## src/rtl/dmz_pkg.sv

```systemverilog
// shared constants, types and latency decode for mode register zero
`default_nettype none
package dmz_pkg;

  localparam int unsigned MR_WIDTH      = 22;
  localparam logic [21:0] MR_RESET      = 22'h000000;
  localparam logic [2:0]  MR_SELECT     = 3'h0;
  localparam int unsigned DLL_RST_BIT   = 8;
  localparam int unsigned TEST_BIT      = 7;
  localparam int unsigned ORDER_BIT     = 3;
  localparam int unsigned SIZE_LSB      = 0;
  localparam int unsigned CL_BIT4       = 12;
  localparam int unsigned CL_BIT3_MSB   = 6;
  localparam int unsigned CL_BIT3_LSB   = 4;
  localparam int unsigned CL_BIT0       = 2;
  localparam int unsigned CHOP_SEL_BIT  = 12;

  localparam logic [1:0]  SIZE_FIXED8   = 2'h0;
  localparam logic [1:0]  SIZE_PER_CMD  = 2'h1;
  localparam logic [1:0]  SIZE_FIXED4   = 2'h2;

  localparam logic [2:0]  LAST_BEAT     = 3'h7;
  localparam logic [2:0]  CHOP_LAST     = 3'h3;
  localparam logic [2:0]  WR_START_FULL = 3'h7;
  localparam logic [2:0]  WR_START_CHOP = 3'h5;
  localparam logic [6:0]  RL_LEAD       = 7'h03;

  typedef struct packed {
    logic        ras_n;
    logic        cas_n;
    logic        we_n;
    logic [1:0]  bg;
    logic [1:0]  ba;
    logic [17:0] addr;
  } dmz_cmd_s;

  typedef struct packed {
    logic [2:0] col;
    logic       active;
    logic       write;
    logic       last;
  } dmz_beat_s;

  // zero marks a code with no defined latency
  function automatic logic [5:0] dmz_cl_decode(input logic [4:0] code);
    logic [5:0] clk;
    clk = 6'h00;
    case (code)
      5'h00, 5'h01, 5'h02, 5'h03,
      5'h04, 5'h05, 5'h06, 5'h07: clk = 6'h09 + {3'h0, code[2:0]};
      5'h08: clk = 6'h12;
      5'h09: clk = 6'h14;
      5'h0a: clk = 6'h16;
      5'h0b: clk = 6'h18;
      5'h0c: clk = 6'h17;
      5'h0d: clk = 6'h11;
      5'h0e: clk = 6'h13;
      5'h0f: clk = 6'h15;
      5'h10: clk = 6'h19;
      5'h11: clk = 6'h1a;
      5'h13: clk = 6'h1c;
      5'h14: clk = 6'h1d;
      5'h15: clk = 6'h1e;
      5'h16: clk = 6'h1f;
      5'h17: clk = 6'h20;
      default: clk = 6'h00;
    endcase
    return clk;
  endfunction : dmz_cl_decode

endpackage : dmz_pkg
`default_nettype wire

```

## src/rtl/dmz_col_order.sv

```systemverilog
// column index of one beat within a burst
`timescale 1ns/10ps
`default_nettype none
module dmz_col_order (
  input  wire logic [2:0] start_i,
  input  wire logic [2:0] beat_i,
  input  wire logic       interleave_i,
  input  wire logic       write_i,
  output logic      [2:0] col_o
);
  import dmz_pkg::*;

  logic [1:0] low_sum;

  assign low_sum = start_i[1:0] + beat_i[1:0];

  always_comb begin
    if (interleave_i && !write_i) begin
      col_o = start_i ^ beat_i;
    end else begin
      // writes arrive with low start bits already cleared
      col_o = {start_i[2] ^ beat_i[2], low_sum};
    end
  end

endmodule : dmz_col_order
`default_nettype wire

```

## src/rtl/dmz_beat_buf.sv

```systemverilog
// two-entry beat buffer with valid and ready on both sides
`timescale 1ns/10ps
`default_nettype none
module dmz_beat_buf (
  input  wire logic               core_clk_i,
  input  wire logic               rst_n_i,
  input  wire logic               clk_en_i,
  input  wire logic               in_valid_i,
  output logic                    in_ready_o,
  input  wire dmz_pkg::dmz_beat_s in_beat_i,
  output logic                    out_valid_o,
  input  wire logic               out_ready_i,
  output dmz_pkg::dmz_beat_s      out_beat_o
);
  import dmz_pkg::*;

  typedef struct packed {
    dmz_beat_s [1:0] mem;
    logic            wr_ptr;
    logic            rd_ptr;
    logic [1:0]      count;
  } dmz_buf_s;

  dmz_buf_s cur;
  dmz_buf_s next_cur;
  logic     push;
  logic     pop;

  assign in_ready_o  = clk_en_i && (cur.count != 2'h2);
  assign out_valid_o = cur.count != 2'h0;
  assign out_beat_o  = cur.mem[cur.rd_ptr];
  assign push        = in_valid_i && in_ready_o;
  assign pop         = clk_en_i && out_valid_o && out_ready_i;

  always_comb begin
    next_cur = cur;
    if (push) begin
      next_cur.mem[cur.wr_ptr] = in_beat_i;
      next_cur.wr_ptr          = ~cur.wr_ptr;
    end
    if (pop) begin
      next_cur.rd_ptr = ~cur.rd_ptr;
    end
    case ({push, pop})
      2'b10:   next_cur.count = cur.count + 2'h1;
      2'b01:   next_cur.count = cur.count - 2'h1;
      default: next_cur.count = cur.count;
    endcase
  end

  always_ff @(posedge core_clk_i or negedge rst_n_i) begin
    if (!rst_n_i) begin
      cur <= '0;
    end else if (clk_en_i) begin
      cur <= next_cur;
    end
  end

endmodule : dmz_beat_buf
`default_nettype wire

```

## src/rtl/dmz_mode_zero.sv

```systemverilog
// mode register zero, latency derivation and burst column sequencing
`timescale 1ns/10ps
`default_nettype none
module dmz_mode_zero (
  input  wire logic               core_clk_i,
  input  wire logic               rst_n_i,
  input  wire logic               clk_en_i,
  input  wire logic               cmd_valid_i,
  input  wire dmz_pkg::dmz_cmd_s  cmd_i,
  input  wire logic [4:0]         added_command_latency_i,
  output logic                    dll_reset_o,
  output logic                    factory_test_o,
  output logic [5:0]              column_access_latency_o,
  output logic [6:0]              total_read_latency_o,
  output logic                    burst_order_type_o,
  output logic [1:0]              burst_size_field_o,
  output logic                    latency_illegal_o,
  output logic                    size_illegal_o,
  output logic                    burst_busy_o,
  output logic                    cmd_refused_o,
  output logic                    internal_write_start_o,
  output logic                    beat_valid_o,
  input  wire logic               beat_ready_i,
  output dmz_pkg::dmz_beat_s      beat_o
);
  import dmz_pkg::*;

  typedef enum logic [1:0] {
    PH_IDLE,
    PH_WAIT,
    PH_BEATS
  } dmz_phase_e;

  typedef struct packed {
    logic [21:0] mode_register_zero;
    logic [5:0]  cl;
    logic [6:0]  rl;
    logic        lat_bad;
    logic        dll_pulse;
    logic        refused;
    logic        wr_start;
    dmz_phase_e  phase;
    logic [6:0]  wait_cnt;
    logic [2:0]  beat;
    logic [2:0]  start;
    logic        write;
    logic        chop;
    logic        interleave;
    logic        fixed4;
  } dmz_core_s;

  dmz_core_s  cur;
  dmz_core_s  next_cur;

  logic       is_col_cmd;
  logic       is_mode_set;
  logic       is_read;
  logic       is_write;
  logic [4:0] cl_code;
  logic [5:0] cl_new;
  logic [1:0] size_now;
  logic       chop_now;
  logic [2:0] start_now;
  logic [6:0] rl_sum;
  logic [2:0] beat_col;
  logic       push_valid;
  logic       push_ready;
  dmz_beat_s  push_beat;

  // pins come from the controller on this same clock
  // select is bg[0] and ba; bg[1] is a reserved bit stored as written
  assign is_mode_set = cmd_valid_i && !cmd_i.ras_n && !cmd_i.cas_n &&
                       !cmd_i.we_n &&
                       ({cmd_i.bg[0], cmd_i.ba} == MR_SELECT);
  assign is_col_cmd  = cmd_valid_i && cmd_i.ras_n && !cmd_i.cas_n;
  assign is_read     = is_col_cmd && cmd_i.we_n;
  assign is_write    = is_col_cmd && !cmd_i.we_n;

  // five-bit code spread over address bits 12, 6:4 and 2
  assign cl_code = {cmd_i.addr[CL_BIT4],
                    cmd_i.addr[CL_BIT3_MSB:CL_BIT3_LSB],
                    cmd_i.addr[CL_BIT0]};
  assign cl_new  = dmz_cl_decode(cl_code);

  assign rl_sum = {2'h0, added_command_latency_i} +
                  {1'h0, cur.cl};

  // column commands always use the stored setting, never a pending one
  assign size_now =
    cur.mode_register_zero[SIZE_LSB+1:SIZE_LSB];

  always_comb begin
    case (size_now)
      SIZE_FIXED8:  chop_now = 1'b0;
      SIZE_PER_CMD: chop_now = !cmd_i.addr[CHOP_SEL_BIT];
      SIZE_FIXED4:  chop_now = 1'b1;
      // reserved pattern falls back to a full burst
      default:      chop_now = 1'b0;
    endcase
  end

  always_comb begin
    if (!is_write) begin
      start_now = cmd_i.addr[2:0];
    end else if (chop_now) begin
      start_now = {cmd_i.addr[2], 2'h0};
    end else begin
      start_now = 3'h0;
    end
  end

  dmz_col_order u_order (
    .start_i      (cur.start),
    .beat_i       (cur.beat),
    .interleave_i (cur.interleave),
    .write_i      (cur.write),
    .col_o        (beat_col)
  );

  always_comb begin
    push_beat        = '0;
    push_beat.col    = beat_col;
    push_beat.write  = cur.write;
    push_beat.last   = cur.beat == LAST_BEAT;
    // chopped tail: read drivers off, write data discarded
    push_beat.active = !(cur.chop && (cur.beat > CHOP_LAST));
  end

  always_comb begin
    next_cur           = cur;
    next_cur.dll_pulse = 1'b0;
    next_cur.refused   = 1'b0;
    next_cur.wr_start  = 1'b0;
    push_valid         = 1'b0;
    next_cur.rl        = rl_sum;

    if (is_mode_set) begin
      next_cur.mode_register_zero = {cmd_i.bg, cmd_i.ba, cmd_i.addr[17],
                                     3'h0, cmd_i.addr[13:0]};
      // loop reset is an action, the stored bit returns to zero
      next_cur.mode_register_zero[DLL_RST_BIT] = 1'b0;
      next_cur.dll_pulse = cmd_i.addr[DLL_RST_BIT];
      next_cur.cl        = cl_new;
      next_cur.lat_bad   = cl_new == 6'h00;
    end

    case (cur.phase)
      PH_IDLE: begin
        if (is_read || is_write) begin
          // settings frozen for the whole burst
          next_cur.start      = start_now;
          next_cur.write      = is_write;
          next_cur.chop       = chop_now;
          next_cur.interleave =
            cur.mode_register_zero[ORDER_BIT];
          next_cur.fixed4     = size_now == SIZE_FIXED4;
          next_cur.beat       = 3'h0;
          if (is_write) begin
            next_cur.phase = PH_BEATS;
          end else if (cur.rl > RL_LEAD) begin
            // buffer and phase changes use the lead cycles
            next_cur.wait_cnt = cur.rl - RL_LEAD;
            next_cur.phase    = PH_WAIT;
          end else begin
            next_cur.phase = PH_BEATS;
          end
        end
      end
      PH_WAIT: begin
        if (is_read || is_write) begin
          next_cur.refused = 1'b1;
        end
        if (cur.wait_cnt == 7'h00) begin
          next_cur.phase = PH_BEATS;
        end else begin
          next_cur.wait_cnt = cur.wait_cnt - 7'h01;
        end
      end
      PH_BEATS: begin
        if (is_read || is_write) begin
          next_cur.refused = 1'b1;
        end
        push_valid = 1'b1;
        if (push_ready) begin
          if (cur.write && (cur.beat ==
              (cur.fixed4 ? WR_START_CHOP : WR_START_FULL))) begin
            next_cur.wr_start = 1'b1;
          end
          if (cur.beat == LAST_BEAT) begin
            next_cur.phase = PH_IDLE;
          end else begin
            next_cur.beat = cur.beat + 3'h1;
          end
        end
      end
      default: begin
        next_cur.phase = PH_IDLE;
      end
    endcase
  end

  // a stalled receiver holds the sequencer; read latency then slips
  dmz_beat_buf u_buf (
    .core_clk_i  (core_clk_i),
    .rst_n_i     (rst_n_i),
    .clk_en_i    (clk_en_i),
    .in_valid_i  (push_valid),
    .in_ready_o  (push_ready),
    .in_beat_i   (push_beat),
    .out_valid_o (beat_valid_o),
    .out_ready_i (beat_ready_i),
    .out_beat_o  (beat_o)
  );

  always_ff @(posedge core_clk_i or negedge rst_n_i) begin
    if (!rst_n_i) begin
      cur                    <= '0;
      cur.mode_register_zero <= MR_RESET;
      cur.phase              <= PH_IDLE;
    end else if (clk_en_i) begin
      cur <= next_cur;
    end
  end

  assign dll_reset_o             = cur.dll_pulse;
  // no guarantees in this state, flagged only
  assign factory_test_o          =
    cur.mode_register_zero[TEST_BIT];
  assign column_access_latency_o = cur.cl;
  assign total_read_latency_o    = cur.rl;
  assign burst_order_type_o      = cur.mode_register_zero[ORDER_BIT];
  assign burst_size_field_o      = size_now;
  assign latency_illegal_o       = cur.lat_bad;
  assign size_illegal_o          = size_now == 2'h3;
  assign burst_busy_o            = cur.phase != PH_IDLE;
  assign cmd_refused_o           = cur.refused;
  assign internal_write_start_o  = cur.wr_start;

endmodule : dmz_mode_zero
`default_nettype wire

```

## config.mk

```make
export PLATFORM = sky130hd
export DESIGN_NAME = dmz_mode_zero
export DESIGN_NICKNAME = d
export VERILOG_FILES = /design/src/rtl/dmz_pkg.sv /design/src/rtl/dmz_col_order.sv /design/src/rtl/dmz_beat_buf.sv /design/src/rtl/dmz_mode_zero.sv
export SDC_FILE = /design/constraint.sdc
export NUM_CORES = 1
export LEC_CHECK = 0
export BUFFER_PORTS_ARGS = -buffer_cell sky130_fd_sc_hd__clkbuf_2
export CORE_ASPECT_RATIO = 0.9
export CORE_MARGIN = 4
export CORE_UTILIZATION = 48
export DETAILED_ROUTE_END_ITERATION = 16
export PLACE_DENSITY = 0.71
export SLEW_MARGIN = 20
export SYNTH_ARGS = -nofsm -noshare
export SYNTH_HDL_FRONTEND = slang
export SYNTH_SLANG_ARGS = --single-unit
```

## constraint.sdc

```tcl
create_clock -name core_clk_i -period 4.95 [get_ports core_clk_i]
set_input_delay 0.99 -clock core_clk_i [delete_from_list [all_inputs] [get_ports core_clk_i]]
set_output_delay 0.99 -clock core_clk_i [all_outputs]
set_load 0.05 [all_outputs]
```

Word-level counts from Yosys, hierarchy flattened
Cells that the tools add are included.
{"block": "op_classes", "add_sub_neg": 8, "mul": 0, "div_mod_pow": 0, "n_lt_le_gt_ge": 5, "n_eq_ne": 40, "n_shift": 0, "n_mux": 32, "bitwise_logic": 4, "reduce_logical": 43}
{"cell": "one-hot mux 6 bit (16 select lines)", "count": 1}
{"cell": "equality test 5 x 4 -> 1 bit, second input constant", "count": 8}
{"cell": "equality test 5 bit, second input constant", "count": 7}
{"cell": "two-way mux 7 bit", "count": 3}
{"cell": "equality test 5 x 3 -> 1 bit, second input constant", "count": 4}
{"cell": "two-way mux 19 bit", "count": 1}
{"cell": "two-way mux 3 bit", "count": 6}
{"cell": "two-way mux 6 bit", "count": 3}
{"cell": "logical AND 1 bit", "count": 16}
{"cell": "!= test 2 bit, second input constant", "count": 7}
{"cell": "one-hot mux 7 bit (2 select lines)", "count": 1}
{"cell": "bitwise mux 12 bit", "count": 1}
{"cell": "equality test 5 x 2 -> 1 bit, second input constant", "count": 2}
{"cell": "two-way mux 2 bit", "count": 5}
{"cell": "AND reduction 5 bit", "count": 2}
{"cell": "nonzero test 2 bit", "count": 5}
{"cell": "equality test 2 bit, second input constant", "count": 4}
{"cell": "AND reduction 2 bit", "count": 4}
{"cell": "OR reduction 8 bit", "count": 1}
{"cell": "adder 5 x 6 -> 7 bit", "count": 1}
{"cell": "> comparator 7 x 2 -> 1 bit, second input constant", "count": 1}
{"cell": "logical NOT 7 bit", "count": 1}
{"cell": "subtractor 7 x 1 -> 7 bit, second input constant", "count": 1}
{"cell": "subtractor 7 x 2 -> 7 bit, second input constant", "count": 1}
{"cell": "other kinds (31)", "count": 46}
{"block": "totals", "register_bits": 60, "latchBits": 0, "ram_bits": 0, "rom_bits": 0, "input_bits": 35, "word_cells": 158, "memories": 0}

Depth between registers and ports, before layout
Gate-level depths: netlist of run 1.
{"block": "logic_depth", "depth_word": 6, "mapped_depth": 8}

Cells and area by module
Synthesis of run 1 repeated with hierarchy kept, for this count alone.
{"block": "unflattened", "hier_cells": 335, "hier_area_um2": 3492.1}
{"module": "dmz_mode_zero", "n_inst": 1, "cells_each": 278, "area_per_inst_um2": 2667.6, "seq_area_each_um2": 1001.0}
{"module": "dmz_beat_buf", "n_inst": 1, "cells_each": 51, "area_per_inst_um2": 777.0, "seq_area_each_um2": 400.4}
{"module": "dmz_col_order", "n_inst": 1, "cells_each": 6, "area_per_inst_um2": 47.5, "seq_area_each_um2": 0.0}

Worst setup path after synthesis of run 1
OpenSTA, ideal clock, no wires.
{"block": "synth_path", "kind": "input -> register", "from": "input port added_command_latency_i[0]", "to": "register cur (netlist bit total_read_latency_o[4])", "arrival_ps": 2141, "required_time_ps": 4825, "path_slack_ps": 2684, "cell_stages": 8, "path_buffers": 0, "cell_sequence": "ha_1 -> inv_1 -> fa_1 -> nor2b_1 -> o21ai_0 -> nand2b_1 -> xor2_1 -> mux2_2"}
{"block": "synth_between", "elab_chain_cells": 1}
{"item": "start, declared", "line": "dmz_mode_zero.sv:10", "text": "input wire logic [4:0] added_command_latency_i,"}
{"item": "adder 5 x 6 -> 7 bit", "line": "dmz_mode_zero.sv:85", "text": "assign rl_sum = {2'h0, added_command_latency_i} +"}
{"item": "end signal, assigned", "line": "dmz_mode_zero.sv:221", "text": "cur <= next_cur;"}
{"item": "end, declared", "line": "dmz_mode_zero.sv:52", "text": "dmz_core_s cur;"}
Every way passes these cells.
A chain may end at the register's enable or synchronous reset.

Final worst setup path of run 1
{"block": "layout_path", "from": "register cur[17] (netlist name)", "to": "output port burst_busy_o"}
{"block": "layout_between", "elab_chain_cells": 1}
{"item": "nonzero test 2 bit", "line": "dmz_mode_zero.sv:235", "text": "assign burst_busy_o = cur.phase != PH_IDLE;"}
{"item": "end, declared", "line": "dmz_mode_zero.sv:19", "text": "output logic burst_busy_o,"}
Every way passes these cells.

==> impl_results.md, run 1 <==
- CP Cell Sequence: inv_1, ha_1, inv_1, clkbuf_2
- DR iter-0 viols: 179
- DR WL met2: 3290 µm
- Post-CTS Setup Bufs: 0
- Number of synthesized flops with an enable pin: 0
- Crit Path Class: flop to primary output
- Mean Syn Cell Area: 9.89 µm²
- Part of the power in registers: 41.1%
- Antenna Cells: 0
- Seq/Total Area, Yosys: 40.4%
- Drt wl/cell: 14.7 µm
- Largest family of logic cells by synthesized area: compound AO/OA/AOI/OAI gates
- Status: finished clean
- NumNets Final: 449
- CP Max Fanout: 8
- Syn Inst Count: 351
- Final min period: 2.58 ns
- Share of cells above drive strength 1: 23.8%
- WP data arrival: 1.59 ns
- Internal: 968 µW
- Final setup fails: 0
- Yosys warns: 0
- Max Cap Viol: 0
- Critical Path End Type: primary output
- Vias in the first global route: 2,534
- Area grow syn2layout: 10.5%
- Yosys top cell area share: 40.4%
- Multi-input logic area: 1830 µm²
- Vias per std cell: 5.42
- Slowest stage cell, crit path: dfrtp_1
- Adder-cell share of the synthesized area: 9.23%
- Die width: 97.7 µm
- Num CTS Buffers: 5
- First-pass GRT wire length: 12,100 µm
- DRC: 0
- Synth Area in Simple Gates: 12.9%
- Final hold violation count: 0
- Startpoint types: flop
- Core ar.: 7040 µm²
- Gp weighted congestion: 0.893
- PD cells: 432 nW/µm²
- Routed Antenna Nets: 0
- Clock sinks: 56
- Filler instances: 645
- Leading area contributor after synthesis: dfrtp_1
- Top Family by Delay on Critical Path: buffers and inverters
- Hpwl dp: 5400 µm
- Mapped Area: 3470 µm²
- Max_slew headroom: 52.8%
- CTS H-Tree Depth: 2
- Synth Area in Compound Gates: 16.0%
- Root Driver: clkbuf_8
- Clk Latency, worst-skew pair: 0.31 ns
- Chip height: 88.7 µm
- Mux cell area share after synthesis: 9.62%
- CTS resizes: 0
- Setup tns final: 0 ns
- Leakage power: 0.00190 µW
- Final period util: 52.2%
- Antenna violations before repair: 0
- CP Buf/Inv Count: 3
- Synth Net Count: 411
- Count of pins over their slew limit: 0
- Met1 wire length: 3450 µm
- Combinational power share: 40.2%
- DRT Wirelength: 7110 µm
- Vias: 2,616
- Total track usage: 17.2%
- Grt total ovfl: 0
- RSZ-0062 raised after global routing: false
- Final Power: 1650 µW
- Worst-margin pin slew: 0.708 ns
- Layout Skew: 0.0122 ns
- Drt pass-1 iters: 4
- CP most frequent cell: inv_1
- P_sw: 687 µW
- Sequential cell area: 1400 µm²
- Commonest cells post-synth: dfrtp_1 (56), nand2_1 (27), mux2_2 (25)
- Metal3 WL: 263 µm
- Count leader, synth: dfrtp_1
- Xor-xnor portion of the synthesized cell area: 5.05%
- Async SR Flop Fraction: 100%
- Hold crit path type: flop to flop
- Sw frac: 41.5%
- CTS tree: yes
- Hold Buf Count CTS: 0
- Rows: 29
- Netlist cell types: 56
- Synth top area cells: dfrtp_1 (40%), ha_1 (8.6%), mux2_2 (8.1%)
- PortBufs: 55
- Clock tree buffer depth: 2
- CP required: 3.96 ns
- Initial Utilization: 49.3%
- #FFs+latches synth: 56
- Most used DFF post-synth: dfrtp_1
- Clock power share: 18.7%
- Highest Clock Rate: 387 MHz
- Largest net degree at the start of global routing: 57
- Crit path largest cell delay: 0.40 ns
- R2R setup slack: 2.73 ns
- Clock transition at path regs: 0.11 ns
- Maximum vdd drop: 0.209 mV
- I/O pin count: 65
- Full die area: 8660 µm²
- Top sig layer: met4
==> per-layer routing <==
layer  vias to the layer above  global-route usage (%)
met5                         -                       0
met4                         0                    5.28
met3                         7                    3.47
met2                        54                    27.9
met1                      1243                    23.4
li1                       1312                       -
==> metrics by stage <==
stage / utilization [%] / worst slack, ns / cell area, µm² / cells / hold slack, ns
2_1_floorplan: - / 2.68 / 3470 / 351 / 0.444
3_3_place_gp: 52.8 / 2.12 / 3720 / 475 / 0.455
3_5_place_dp: 52.8 / 2.13 / 3720 / 475 / 0.465
4_1_cts: 54.5 / 2.36 / 3830 / 483 / 0.491
5_1_grt: 54.5 / 2.25 / 3830 / 483 / 0.509
6_report: 54.5 / 2.37 / 3830 / 483 / 0.491
==> final cells by class <==
| type | count | area share, % |
|---|---|---|
| clock buffers | 5 | 1.79 |
| clock inverters | 3 | 1.21 |
| inverters | 23 | 2.25 |
| multi-input cells | 247 | 47.8 |
| flip-flops and latches | 56 | 36.5 |
| well taps | 93 | 3.03 |
| repair buffers | 56 | 7.37 |
==> cell usage in the layout (no fill, tap or decap), drive strengths merged, types with 3 or more instances in the layout <==
master / count
clkbuf: 60
dfrtp: 56
nand2: 27
mux2: 27
ha: 24
inv: 24
o21ai: 21
a21oi: 19
nor2: 18
xor2: 11
xnor2: 9
nand2b: 8
nor3: 7
o31ai: 6
o22ai: 5
nand3: 4
nor2b: 4
and3b: 3
a32oi: 3
a31oi: 3
a22oi: 3
nand4: 3
o2bb2ai: 3
mux2i: 3
a21o: 3
or2: 3
==> cells by family after synthesis <==
family                   Yosys count
buffers and inverters             48
flip-flops                        56
AO/OA/AOI/OAI                     84
adder cells (fa/ha/maj)           25
XOR/XNOR                          20
AND/OR/NAND/NOR                   88
multiplexers                      30
==> registers in the layout, summed over array words and instances, names as in the netlist <==
name / count
burst_order_type_o: 1
burst_size_field_o: 2
cmd_refused_o: 1
column_access_latency_o: 6
cur: 19
dll_reset_o: 1
factory_test_o: 1
internal_write_start_o: 1
latency_illegal_o: 1
total_read_latency_o: 7
u_buf.cur: 16
==> worst register-to-register path, stage by stage, from the launching register on <==
cell and delay [ns]:
dfrtp_1 0.44, or4_1 0.59, o311ai_1 0.38, a211o_1 0.42, a21oi_1 0.08, o22a_1 0.22
==> power by group through the flow <==
| stage | logic, µW | clock network, µW | registers [µW] |
|---|---|---|---|
| finish | 666 | 310 | 680 |
| global placement | 654 | 0 | 681 |
| global route | 734 | 338 | 696 |
| CTS | 671 | 318 | 679 |
| detailed placement | 668 | 0 | 689 |
| floorplan | 559 | 0 | 657 |
==> path summary, 6_finish.rpt <==
path / startpoint / end / cells after the start
worst max-delay path: cur[17]$_DFFE_PN0P_ / burst_busy_o / 4
worst min-delay path: u_buf.cur[12]$_DFFE_PN0P_ / u_buf.cur[12]$_DFFE_PN0P_ / 2
worst max register to register: total_read_latency_o[5]$_DFFE_PN0P_ / cur[12]$_DFFE_PN0P_ / 5
worst min register to register: u_buf.cur[12]$_DFFE_PN0P_ / u_buf.cur[12]$_DFFE_PN0P_ / 2
max in group asynchronous: rst_n_i / column_access_latency_o[0]$_DFFE_PN0P_ / 2
min in group asynchronous: rst_n_i / cur[4]$_DFFE_PN0P_ / 2
(Power assumes the default switching activity.)
==> run 2: changes to the inputs <==
--- a/config.mk
+++ b/config.mk
@@ -5,12 +5,13 @@
 export SDC_FILE = /design/constraint.sdc
 export NUM_CORES = 1
 export LEC_CHECK = 0
+export ABC_AREA = 1
 export BUFFER_PORTS_ARGS = -buffer_cell sky130_fd_sc_hd__clkbuf_2
 export CORE_ASPECT_RATIO = 0.9
 export CORE_MARGIN = 4
 export CORE_UTILIZATION = 48
 export DETAILED_ROUTE_END_ITERATION = 16
-export PLACE_DENSITY = 0.71
+export PLACE_DENSITY = 0.73
 export SLEW_MARGIN = 20
 export SYNTH_ARGS = -nofsm -noshare
 export SYNTH_HDL_FRONTEND = slang
==> constraint.sdc (replaced) <==
create_clock -name core_clk_i -period 2.35 [get_ports core_clk_i]
set_input_delay 0.47 -clock core_clk_i [delete_from_list [all_inputs] [get_ports core_clk_i]]
set_output_delay 0.47 -clock core_clk_i [all_outputs]
set_load 0.05 [all_outputs]
==> impl_results.md, run 2 <==
- Multi-input logic area: 1870 µm² (was 1830 µm²)
- Total track usage: 17.7% (was 17.2%)
- Mean Syn Cell Area: 7.72 µm² (was 9.89 µm²)
- Startpoint types: flop (unchanged)
- Netlist cell types: 35 (was 56)
- Full die area: 9090 µm² (was 8660 µm²)
- Clk Latency, worst-skew pair: 0.31 ns (about the same)
- Slowest stage cell, crit path: dfrtp_1 (unchanged)
- Count leader, synth: nand2_1 (was dfrtp_1)
- Grt total ovfl: 0 (unchanged)
- Vias per std cell: 4.94 (was 5.42)
- Core Util, Final: 55.6% (was 54.5%)
- CP most frequent cell: inv_1 (unchanged)
- CP required: 2.56 ns (was 3.96 ns)
- Layout Skew: 0.0141 ns (was 0.0122 ns)
- Placed Instances: 603 (was 475)
- Non-filler cells, final: 611 (was 483)
- CTS tree: yes (unchanged)
- CP Max Fanout: 5 (was 8)
- CP Cell Sequence: inv_1, ha_4, inv_1, nor2_2, inv_2, ha_1, or2_2, a21oi_1, o21ai_0, xnor2_1 (was inv_1, ha_1, inv_1, clkbuf_2)
- First-pass GRT wire length: 13,400 µm (was 12,100 µm)
- Mapped Area: 3660 µm² (was 3470 µm²)
- Antenna Cells: 0 (unchanged)
- Critical Path End Type: flop (was primary output)
- Yosys warns: 0 (unchanged)
- Vias in the first global route: 2,963 (was 2,534)
- Syn Inst Count: 474 (was 351)
- Clock tree buffer depth: 2 (unchanged)
- Reg2reg end: u_buf.cur[1]$_DFFE_PN0P_ (was cur[12]$_DFFE_PN0P_)
- Sequential cell area: 1400 µm² (unchanged)
- Leakage power: 0.00214 µW (was 0.00190 µW)
- Hpwl dp: 5990 µm (was 5400 µm)
- Initial Utilization: 50.7% (was 49.3%)
- Routed Antenna Nets: 0 (unchanged)
- CTS H-Tree Depth: 2 (unchanged)
- Num CTS Buffers: 5 (unchanged)
- Filler instances: 680 (was 645)
- Seq/Total Area, Yosys: 38.3% (was 40.4%)
- Drt wl/cell: 12.4 µm (was 14.7 µm)
- Synth top area cells: dfrtp_1 (38%), nand2_1 (14%), ha_1 (8.2%) (was dfrtp_1 (40%), ha_1 (8.6%), mux2_2 (8.1%))
- RSZ-0062 raised after global routing: false (unchanged)
- PD cells: 895 nW/µm² (was 432 nW/µm²)
- #FFs+latches synth: 56 (unchanged)
- Final period util: 89.9%
- Highest Clock Rate: 473 MHz
- Async SR Flop Fraction: 100% (unchanged)
- Number of synthesized flops with an enable pin: 0 (unchanged)
- Area grow syn2layout: 9.67% (was 10.5%)
- Count of pins over their slew limit: 0 (unchanged)
- Max_slew headroom: 52.9% (was 52.8%)
- Crit Path Class: flop to flop (was flop to primary output)
- DRC: 0 (unchanged)
- Die width: 100 µm (was 97.7 µm)
- Clock sinks: 56 (unchanged)
- Drt pass-1 iters: 4 (unchanged)
- Gp weighted congestion: 0.868 (was 0.893)
- Largest net degree at the start of global routing: 57 (unchanged)
- Crit path largest cell delay: 0.41 ns (was 0.40 ns)
- Register with the most flip-flops: cur (unchanged)
- Synth Net Count: 534 (was 411)
- CP Capture Point: u_buf.cur[1]$_DFFE_PN0P_ (was burst_busy_o)
- Rows: 29 (unchanged)
- Commonest cells after routing, fill and taps aside: nand2_1 (132), dfrtp_1 (56), clkbuf_2 (55) (was dfrtp_1 (56), clkbuf_2 (55), nand2_1 (27))
- Vias: 3,016 (was 2,616)
- WP data arrival: 2.33 ns (was 1.59 ns)
- Worst Setup SP: cur[17]$_DFFE_PN0P_ (unchanged)
- Reg2reg start: cur[17]$_DFFE_PN0P_ (was total_read_latency_o[5]$_DFFE_PN0P_)
- Setup tns final: 0 ns (unchanged)
- I/O pin count: 65 (unchanged)
- Clock transition at path regs: 0.11 ns (about the same)
- PortBufs: 55 (unchanged)
- CTS resizes: 0 (unchanged)
- Hold Buf Count CTS: 0 (unchanged)
- Number of flip-flops in the largest register: 19 (unchanged)
- Maximum vdd drop: 0.375 mV (was 0.209 mV)
- Core ar.: 7220 µm² (was 7040 µm²)
- DRT Wirelength: 7600 µm (was 7110 µm)
- Final min period: 2.11 ns
- Chip height: 90.9 µm (was 88.7 µm)
- Leading area contributor after synthesis: dfrtp_1 (unchanged)
- NumNets Final: 577 (was 449)
- Reg2Reg Depth: 10 (was 5)
- Root Driver: clkbuf_8 (unchanged)
- Antenna violations before repair: 0 (unchanged)
- Hold crit path type: primary input to asynchronous set/reset pin (was flop to flop)
- Post-CTS Setup Bufs: 0 (unchanged)
- Worst-margin pin slew: 0.707 ns (was 0.708 ns)
- Final hold violation count: 0 (unchanged)
- Max Cap Viol: 0 (unchanged)
- Commonest non-fill, non-tap cell in the layout: nand2_1 (was dfrtp_1)
- Final setup fails: 0 (unchanged)
- Status: finished clean (unchanged)
- Share of cells above drive strength 1: 21.2% (was 23.8%)
- DR iter-0 viols: 101 (was 179)
- Most used DFF post-synth: dfrtp_1 (unchanged)
- Commonest cells post-synth: nand2_1 (132), dfrtp_1 (56), inv_1 (51) (was dfrtp_1 (56), nand2_1 (27), mux2_2 (25))
- Yosys top cell area share: 38.3% (was 40.4%)
- R2R setup slack: 0.24 ns (was 2.73 ns)
[run 2: cell types whose count changed in the layout (fill, tap and decap cells not counted), sizes merged, moves of 4 or more]
cell	delta
a21oi	-4
inv	+40
mux2	-27
nand2	+112
nand2b	-8
nand3	+26
nor2	+24
nor2b	-4
nor3	-5
o21ai	+30
o31ai	-6
xnor2	-6
[run 2: final cells by class]
cell class	instances	area share (%)
Tap cell	93	2.90
Clock buffer	5	1.71
Inverter	62	5.80
Timing Repair Buffer	59	7.60
Multi-Input combinational cell	333	46.5
Clock inverter	3	0.623
Sequential cell	56	34.9
[run 2: worst min-delay path by stage]
stage	to	slack, ns	depth (start not counted)
floorplan	burst_order_type_o$_DFFE_PN0P_	0.17	0
global placement	factory_test_o$_DFFE_PN0P_	0.46	2
detailed placement	cur[1]$_DFFE_PN0P_	0.47	2
CTS	u_buf.cur[8]$_DFFE_PN0P_	0.31	2
global route	u_buf.cur[8]$_DFFE_PN0P_	0.34	2
finish	burst_size_field_o[0]$_DFFE_PN0P_	0.28	2
[run 2: metrics by stage]
stage               setup WS, ns  hold slack [ns]  power [µW]  area, µm²
detailed placement         0.187            0.467        3060       3910
global placement           0.252            0.462        3020       3910
floorplan                  0.252            0.174        2750       3660
CTS                        0.160            0.307        3620       4000
global route              0.0423            0.342        3890       4020
finish                     0.236            0.282        3590       4020
[run 2: cells by family after synthesis]
group | share of synthesized area, %
AND/OR/NAND/NOR | 26.7
AO/OA/AOI/OAI | 12.5
adder cells (fa/ha/maj) | 8.75
XOR/XNOR | 2.63
buffers and inverters | 11.1
flip-flops | 38.3
[run 2: critical path, delay by kind of cell, from the launching register on]
kind	cells	cell delay, ns
adder cells (fa/ha/maj)	2	0.46
AO/OA/AOI/OAI	2	0.24
buffers and inverters	3	0.30
flip-flops	1	0.41
XOR/XNOR	1	0.14
AND/OR/NAND/NOR	2	0.47
[run 2: power by group]
part	switching [µW]	internal [µW]
Combinational	1140	497
Clock	333	218
Sequential	206	1200
[run 2: metal layers]
metal	global-route usage, %	up-vias	routed length [µm]
met5	0	-	0
met4	4.83	0	103
met3	2.39	8	290
met2	29.3	57	3510
met1	24.3	1370	3690
li1	-	1581	-
